$ cat src/clk_src_map.vh
// Contract
// - select code 11 runs system clock straight from the external clock pin.
// - in direct drive the system clock keeps the input clock's duty cycle.
// - select 10 with bypass 1 runs system clock from oscillator through divider.
// - divide factor is divider field plus one; output is oscillator over factor.
// - factor one in prescaler mode passes the oscillator level and duty cycle.
// - divider reaches factor 1024, giving oscillator frequency over 1024.
// - select 10 with bypass 0 enables the loop and uses its output.
// - select 00 runs system clock from the low-frequency wakeup source.
`ifndef CLK_SRC_MAP_VH
`define CLK_SRC_MAP_VH

// =====================================
// select field codes
`define SEL_WAKEUP 2'h0
`define SEL_ALT 2'h1
`define SEL_LOOP 2'h2
`define SEL_DIRECT 2'h3

// =====================================
// divider field
`define DIV_FIELD_W 10
`define DIV_FACTOR_W 11
`define DIV_FACTOR_MAX 11'h400

// =====================================
// internal source codes and reset values
`define MODE_WAKEUP 2'h0
`define MODE_LOOP 2'h1
`define MODE_PRESC 2'h2
`define MODE_DIRECT 2'h3
`define RST_MODE 2'h0
`define SYNC_STAGES 3

`endif

$ cat src/level_sync.v
`timescale 1ns/10ps
`default_nettype none
`include "clk_src_map.vh"

// =====================================
// three-stage level synchroniser, output moves when stages two and three agree
module level_sync #(
  parameter WIDTH = 5
) (
  input wire clock,
  input wire rst,
  input wire [WIDTH-1:0] din,
  output reg [WIDTH-1:0] dout
);

  reg [WIDTH-1:0] s1_ff;
  reg [WIDTH-1:0] s2_ff;
  reg [WIDTH-1:0] s3_ff;
  genvar i;

  generate
    for (i = 0; i < WIDTH; i = i + 1) begin : g_bit
      always @(posedge clock) begin
        if (rst) begin
          s1_ff[i] <= 1'b0;
          s2_ff[i] <= 1'b0;
          s3_ff[i] <= 1'b0;
          dout[i] <= 1'b0;
        end else begin
          s1_ff[i] <= din[i];
          s2_ff[i] <= s1_ff[i];
          s3_ff[i] <= s2_ff[i];
          if (s2_ff[i] == s3_ff[i]) begin
            dout[i] <= s3_ff[i];
          end
        end
      end
    end
  endgenerate

endmodule
`default_nettype wire

$ cat src/sys_clk_gen.v
`timescale 1ns/10ps
`default_nettype none
`include "clk_src_map.vh"

// =====================================
// system clock source selection and prescaler
module sys_clk_gen (
  input wire clock,
  input wire rst,
  input wire [1:0] sys_clk_source_sel,
  input wire osc_bypass_sel,
  input wire [`DIV_FIELD_W-1:0] out_div_field,
  input wire osc_int_sel,
  input wire ext_clk_pin,
  input wire crystal_in_pin,
  input wire int_clk_src,
  input wire loop_clk,
  input wire wakeup_clk,
  output reg sys_clk,
  output reg loop_enable,
  output reg [1:0] active_mode,
  output wire switch_pending
);

  // =====================================
  // source sampling
  wire [4:0] raw_src;
  wire [4:0] src_lvl;
  wire ext_lvl;
  wire xtal_lvl;
  wire int_lvl;
  wire loop_lvl;
  wire wu_lvl;

  assign raw_src = {wakeup_clk, loop_clk, int_clk_src, crystal_in_pin, ext_clk_pin};

  level_sync #(
    .WIDTH(5)
  ) u_sync (
    .clock(clock),
    .rst(rst),
    .din(raw_src),
    .dout(src_lvl)
  );

  assign ext_lvl = src_lvl[0];
  assign xtal_lvl = src_lvl[1];
  assign int_lvl = src_lvl[2];
  assign loop_lvl = src_lvl[3];
  assign wu_lvl = src_lvl[4];

  // =====================================
  // requested mode decode
  function [1:0] decode_mode;
    input [1:0] sel;
    input bypass;
    begin
      case (sel)
        `SEL_DIRECT: begin
          decode_mode = `MODE_DIRECT;
        end
        `SEL_LOOP: begin
          if (bypass) begin
            decode_mode = `MODE_PRESC;
          end else begin
            decode_mode = `MODE_LOOP;
          end
        end
        `SEL_WAKEUP: begin
          decode_mode = `MODE_WAKEUP;
        end
        default: begin
          decode_mode = `MODE_WAKEUP;
        end
      endcase
    end
  endfunction

  wire [1:0] req_mode;
  assign req_mode = decode_mode(sys_clk_source_sel, osc_bypass_sel);

  // =====================================
  // prescaler
  reg osc_prev_ff;
  reg osc_sel_ff;
  reg [`DIV_FACTOR_W-1:0] factor_ff;
  reg [`DIV_FACTOR_W-1:0] cnt_ff;
  reg div_lvl_ff;
  reg [`DIV_FACTOR_W-1:0] nxt_cnt;
  reg [`DIV_FACTOR_W-1:0] nxt_factor;
  reg nxt_div_lvl;
  wire osc_sel_safe;
  wire osc_lvl;
  wire osc_rise;
  wire [`DIV_FACTOR_W-1:0] req_factor;
  wire wrap;
  wire [`DIV_FACTOR_W-1:0] half;
  wire presc_lvl;

  // =====================================
  // oscillator choice, moved only while both candidates are low
  assign osc_sel_safe = !xtal_lvl && !int_lvl;

  always @(posedge clock) begin
    if (rst) begin
      osc_sel_ff <= 1'b0;
    end else if (osc_sel_safe) begin
      osc_sel_ff <= osc_int_sel;
    end
  end

  assign osc_lvl = osc_sel_ff ? int_lvl : xtal_lvl;
  assign osc_rise = osc_lvl & ~osc_prev_ff;
  // field plus one, up to 1024
  assign req_factor = {1'b0, out_div_field} + `DIV_FACTOR_W'h001;
  assign wrap = (cnt_ff == factor_ff - `DIV_FACTOR_W'h001);
  assign half = factor_ff >> 1;

  // =====================================
  // divider next state
  always @* begin
    nxt_cnt = cnt_ff;
    nxt_factor = factor_ff;
    nxt_div_lvl = div_lvl_ff;
    if (osc_rise) begin
      if (wrap) begin
        // new factor only taken at the period boundary
        nxt_cnt = {`DIV_FACTOR_W{1'b0}};
        nxt_factor = req_factor;
        nxt_div_lvl = 1'b1;
      end else begin
        nxt_cnt = cnt_ff + `DIV_FACTOR_W'h001;
        if (nxt_cnt == half) begin
          nxt_div_lvl = 1'b0;
        end
      end
    end
  end

  always @(posedge clock) begin
    if (rst) begin
      osc_prev_ff <= 1'b0;
      factor_ff <= `DIV_FACTOR_W'h001;
      cnt_ff <= {`DIV_FACTOR_W{1'b0}};
      div_lvl_ff <= 1'b0;
    end else begin
      osc_prev_ff <= osc_lvl;
      factor_ff <= nxt_factor;
      cnt_ff <= nxt_cnt;
      div_lvl_ff <= nxt_div_lvl;
    end
  end

  // factor one follows the oscillator level directly
  assign presc_lvl = (factor_ff == `DIV_FACTOR_W'h001) ? osc_lvl : div_lvl_ff;

  // =====================================
  // level of each mode's source
  function source_level;
    input [1:0] mode;
    input l_wu;
    input l_loop;
    input l_presc;
    input l_ext;
    begin
      case (mode)
        `MODE_DIRECT: begin
          source_level = l_ext;
        end
        `MODE_PRESC: begin
          source_level = l_presc;
        end
        `MODE_LOOP: begin
          source_level = l_loop;
        end
        default: begin
          source_level = l_wu;
        end
      endcase
    end
  endfunction

  wire cur_lvl;
  wire req_lvl;
  assign cur_lvl = source_level(active_mode, wu_lvl, loop_lvl, presc_lvl, ext_lvl);
  assign req_lvl = source_level(req_mode, wu_lvl, loop_lvl, presc_lvl, ext_lvl);
  assign switch_pending = (req_mode != active_mode);

  // =====================================
  // glitch-free switch: change only while both old and new levels are low
  reg [1:0] nxt_active_mode;
  reg nxt_sys_clk;
  wire switch_safe;

  assign switch_safe = switch_pending && !sys_clk && !cur_lvl && !req_lvl;

  always @* begin
    nxt_active_mode = active_mode;
    nxt_sys_clk = cur_lvl;
    if (switch_safe) begin
      // output held low across the edge that swaps the source
      nxt_active_mode = req_mode;
      nxt_sys_clk = 1'b0;
    end
  end

  always @(posedge clock) begin
    if (rst) begin
      active_mode <= `RST_MODE;
      sys_clk <= 1'b0;
      loop_enable <= 1'b0;
    end else begin
      active_mode <= nxt_active_mode;
      sys_clk <= nxt_sys_clk;
      // loop kept running until the switch away from it completes
      loop_enable <= (req_mode == `MODE_LOOP) || (active_mode == `MODE_LOOP);
    end
  end

endmodule
`default_nettype wire

$ cat config.mk
export PLATFORM = sky130hd
export DESIGN_NAME = sys_clk_gen
export DESIGN_NICKNAME = d
export VERILOG_FILES = /design/src/level_sync.v /design/src/sys_clk_gen.v
export VERILOG_INCLUDE_DIRS = /design/src
export SDC_FILE = /design/constraint.sdc
export NUM_CORES = 1
export LEC_CHECK = 0
export CORE_MARGIN = 2
export CORE_UTILIZATION = 35
export CTS_CLUSTER_DIAMETER = 40
export DETAILED_ROUTE_END_ITERATION = 12
export DONT_BUFFER_PORTS = 1
export SYNTH_ARGS = -nofsm -noshare
export SYNTH_HDL_FRONTEND = slang
export SYNTH_SLANG_ARGS = --single-unit
$ cat constraint.sdc
create_clock -name clock -period 3.87 [get_ports clock]
set_clock_uncertainty 0.15 [all_clocks]
set_input_delay 0.5805 -clock clock [delete_from_list [all_inputs] [get_ports clock]]
set_output_delay 0.5805 -clock clock [all_outputs]
set_load 0.1 [all_outputs]
Word-level counts from Yosys, hierarchy flattened
Cells that the tools add are included.
- logic and storage cells: 73
- flip-flop bits (word level): 49
- bits in latches: 0
- memory bits (read-only): 0
- memories: 0
- RAM bits: 0
- output and inout port bits: 5
- magnitude comparators: 0
- multiplexer cells: 9
- div/mod/pow operators: 0
- eq/ne operators: 17
- $add $sub $neg: 3
- reductions and logical operators: 14
- bitwise gates (word level): 2
- multiply operators: 0
- shift operators: 0
- operators by type and width (operator ; count):
    == test 2 bit, second input constant ; 6
    adder 10 x 1 -> 11 bit, second input constant ; 1
    adder 11 x 1 -> 11 bit, second input constant ; 1
    == test 11 x 1 -> 1 bit, second input constant ; 1
    == test 11 x 10 -> 1 bit ; 1
    == test 11 bit ; 1
    two-way mux 11 bit ; 1
    subtractor 11 x 1 -> 11 bit, second input constant ; 1
    case mux 1 bit (3 select lines) ; 2
    == test 1 bit ; 5
    zero test 1 bit ; 5
    == test 2 x 1 -> 1 bit, second input constant ; 2
    logical AND 1 bit ; 4
    two-way mux 1 bit ; 4
    case mux 2 bit (2 select lines) ; 1
    AND reduction 2 bit ; 2
    two-way mux 2 bit ; 1
    inequality test 2 bit ; 1
    nonzero test 2 bit ; 1
    OR reduction 2 bit ; 1
    bitwise AND 1 bit ; 1
    logical OR 1 bit ; 1
    NOT 1 bit ; 1

Depth between registers and ports, before layout
- depth in word-level cells: 7
- depth in mapped cells: 9
- gate-level depth less buffers: 8

Modules after synthesis
From an unflattened synthesis, not the netlist that was laid out.
- cells, all modules: 375
- area, all modules: 3130.5 um2
- by module, submodules not included (module ; times used ; sequential area each (um2) ; cells an instance ; area an instance (um2)):
    sys_clk_gen ; 1 ; 580.6 ; 323 ; 2478.6
    level_sync ; 1 ; 400.4 ; 52 ; 651.9

Least setup slack after synthesis
No wires, ideal clock.
- kind: reg-to-output
- start point: register active_mode[1]
- end point: output port switch_pending
- buffers on the path: 1
- slack: 0.087 ns
- arrival time: 3.052 ns
- cell stages (with the launch flop): 6
- cell sequence: dfxtp_1 clkbuf_1 nor3_1 a21oi_1 o22ai_1 a21oi_1
- word-level cells in the longest chain between the ends: 1
- ends and longest elaborated chain (element ; RTL line ; source):
    start: declaration ; sys_clk_gen.v:21 ; output reg [1:0] active_mode,
    start signal: assignment ; sys_clk_gen.v:209 ; active_mode <= `RST_MODE;
    start signal: assignment ; sys_clk_gen.v:213 ; active_mode <= nxt_active_mode;
    inequality test 2 bit ; sys_clk_gen.v:187 ; assign switch_pending = (req_mode != active_mode);
    end: declaration ; sys_clk_gen.v:22 ; output wire switch_pending
Every way passes these cells.

Worst setup path after layout
- start point: register factor_ff[1]
- end point: register factor_ff[8]
- word-level cells in the longest chain between the ends: 3
- ends and longest elaborated chain (element ; RTL line ; source):
    start: declaration ; sys_clk_gen.v:86 ; reg [`DIV_FACTOR_W-1:0] factor_ff;
    start signal: assignment ; sys_clk_gen.v:143 ; factor_ff <= `DIV_FACTOR_W'h001;
    start signal: assignment ; sys_clk_gen.v:148 ; factor_ff <= nxt_factor;
    subtractor 11 x 1 -> 11 bit ; sys_clk_gen.v:116 ; assign wrap = (cnt_ff == factor_ff - `DIV_FACTOR_W'h001);
    == test 11 bit ; sys_clk_gen.v:116 ;
    AND reduction 2 bit (no source line) ; n/a ;
Every way passes these cells.
A chain may end at the register's enable or synchronous reset.

==> flow_metrics.py <==
metrics = {
    "detailed_routing": {
        "ant_nets": 0,
        "drt_iter0_markers": 128,
        "first_pass_iters": 4,
        "drc": 0,
        "via_count": 2156,
        "routedWlPerCell_um": 13.28,
        "wirelength_um": 5539,
        "vias_per_cell": 5.170,
    },
    "setup_path": {
        "worstPathRequired_ps": 3920,
        "cp_max_fo": 11,
        "start_kind": "register",
        "critPathArrivalTime_ps": 3230,
        "critPathCaptureType": "register",
        "critical_path_class": "register to register",
    },
    "grt": {
        "antenna_found_initial": 0,
        "overflow": 0,
        "grt_max_degree": 62,
        "grt.total_usage_pct": 13.36,
        "grt_pass1_vias": 2031,
        "grt_pass1_wl_um": 9501,
    },
    "floorplanning": {
        "rows": 32,
        "die_w_um": 94.16,
        "core_um2": 7807,
        "ios": 26,
        "start_util_pct": 36.44,
        "die_area_um2": 8866,
        "die_y_um": 94.16,
    },
    "clocking": {
        "clock-sinks": 49,
        "cts_resized": 0,
        "cts_max_level": 2,
        "insertion_delay_ps": 310,
        "hold_buffers": 0,
        "numCtsBuffers": 5,
        "post_cts_buffers": 0,
        "cts_tree": "done",
        "path_clk_slew_ps": 100,
        "cts_root_buffer": "clkbuf_8",
        "clockBufferDepth": 2,
    },
    "logic_synthesis": {
        "synthTopCellsByArea": "dfxtp_1 (34%), xnor2_1 (8.6%), nor2b_1 (5.7%), xor2_1 (4.3%), mux2_4 (4.2%)",
        "synth_area_leader_cell": "dfxtp_1",
        "synth-edff-count": 0,
        "ys_ff_latch": 49,
        "async_flop_share_pct": 0,
        "ys_types": 56,
        "syn_area_um2": 2845,
        "syn_avg_cell_area_um2": 8.674,
        "yosysWarnings": 0,
        "synth_top_area_share_pct": 34.48,
        "synth_flop_cell": "dfxtp_1",
        "syn-num-nets": 353,
        "syn_inst": 328,
        "synth_seq_area_share_pct": 34.48,
    },
    "placed_design": {
        "portBuffers": 0,
        "gp_congestion": 0.8470,
        "dpl_worst_slack_ps": 709.1,
        "hpwl_um": 4019,
        "placed_cells": 409,
    },
    "timing": {
        "finalSetupViolations": 0,
        "min_period_ps": 3177,
        "tns_ps": 0,
        "clock.fmax_mhz": 314.7,
        "fin_crit_sh_pct": 82.10,
        "holdWs_ps": 195.1,
        "finalHoldViolations": 0,
        "setup_ws_ps": 692.6,
        "tightest_slew_ps": 1131,
        "maxSlewHeadroom_pct": 24.48,
        "rsz0062_at_grt": "false",
        "slew_violations": 0,
    },
    "layout": {
        "register_area_um2": 980.9,
        "fill_cells": 792,
        "finish.net_count": 339,
        "syn2layout_area_growth_pct": 6.113,
        "multiInputGateArea_um2": 1730,
        "layout_commonest_cell": "dfxtp_1",
        "diodes": 0,
        "layoutNonFillerInstCount": 417,
        "layout_common_cells": "dfxtp_1 (49), nor2_1 (28), xnor2_1 (28)",
        "drive_gt1_share_pct": 10.16,
    },
    "pwr": {
        "cellPowerDensity_nw_per_um2": 321.9,
        "seq_power_share_pct": 54.6,
        "p_switching_uw": 235.4,
        "peakVddDrop_v": 0.0001683,
        "p_int_uw": 736.4,
        "clkPwrFrac_pct": 39.4,
        "power.share.switching_pct": 24.22,
        "p_leak_uw": 0.001044,
        "pwr-share-comb_pct": 6.0,
    },
    "outcome": {
        "status": "complete, no violations",
    },
    "run": {
        "max_cap_viol_count": 0,
    },
    "min_path": {
        "hp-class": "input port to register",
    },
}
-- kinds of logic (layout without fill, tap and decap cells) --
| family | after synthesis | after routing | share of synthesized area, % |
|---|---|---|---|
| flip-flops | 49 | 49 | 34.48 |
| AND/OR/NAND/NOR | 142 | 142 | 28.45 |
| buffers and inverters | 31 | 18 | 4.838 |
| AO/OA/AOI/OAI | 45 | 45 | 10.82 |
| XOR/XNOR | 42 | 42 | 12.93 |
| multiplexers | 15 | 15 | 6.728 |
| adder cells (fa/ha/maj) | 4 | 4 | 1.759 |
-- flip-flops by register name, summed over array words and instances, names as in the netlist, 2 cells and up --
signal and count:
u_sync.s2_ff 5, active_mode 2, u_sync.dout 5, cnt_ff 11, u_sync.s1_ff 5, u_sync.s3_ff 5
factor_ff 11
-- through the flow --
stage	cell area, um2	power, uW	utilization [%]
global placement	2900	600.0	37.15
finish	3019	971.8	38.67
global route	3019	1012	38.67
CTS	3019	989.7	38.67
detailed placement	2900	600.8	37.15
floorplan	2845	598.5	-
-- power by group through the flow --
stage / logic (uW) / registers, uW / clock network, uW
2_1_floorplan: 53.7 / 545 / 0
3_3_place_gp: 57.6 / 542 / 0
3_5_place_dp: 58.0 / 543 / 0
4_1_cts: 58.2 / 531 / 400
5_1_grt: 63.9 / 533 / 416
6_report: 58.0 / 531 / 383
-- final cells by class --
cell class,count,area share [%]
well taps,102,4.227
clock inverters,3,1.658
inverters,7,0.8703
multi-input cells,248,57.31
flip-flops and latches,49,32.49
clock buffers,5,2.279
repair buffers,3,1.160
-- worst max-delay path, cell delays in order (launching register included) --
cell	delay (ps)
dfxtp_1	360
inv_1	80
ha_1	190
nor3b_4	360
xnor2_1	140
a2111oi_1	430
nand4b_1	240
nor4_4	580
buf_12	230
mux2_4	300
-- metal layers --
metal  track usage [%]  wire [um]  up-vias
li1                  -          -     1106
met1             17.25       2728      999
met2             22.08       2511       45
met3             1.926        204        6
met4             5.797         95        0
met5                 0          0        -
-- Yosys cell counts (all sizes together) (3+ instances only) --
library cell / number
a211oi: 5
a21oi: 12
and3: 5
buf: 5
clkbuf: 19
dfxtp: 49
ha: 4
inv: 7
mux2: 9
mux2i: 6
nand2: 21
nand2b: 6
nand3: 7
nand4: 5
nor2: 28
nor2b: 26
nor3: 20
nor3b: 4
nor4: 4
o21ai: 9
or2: 3
xnor2: 28
xor2: 14
-- path summary, 6_finish.rpt --
check                                           startpoint                    endpoint  slack (ps)  cells after the start
worst max-delay path             factor_ff[1]$_SDFFE_PP0P_   factor_ff[8]$_SDFFE_PP0P_         690                      9
worst min-delay path                                   rst      cnt_ff[8]$_SDFFE_PP0P_         200                      1
worst max register to register   factor_ff[1]$_SDFFE_PP0P_   factor_ff[8]$_SDFFE_PP0P_         690                      9
worst min register to register  u_sync.s1_ff[2]$_SDFF_PP0_  u_sync.s2_ff[2]$_SDFF_PP0_         290                      1
Power figures use the tool's default switching activity.
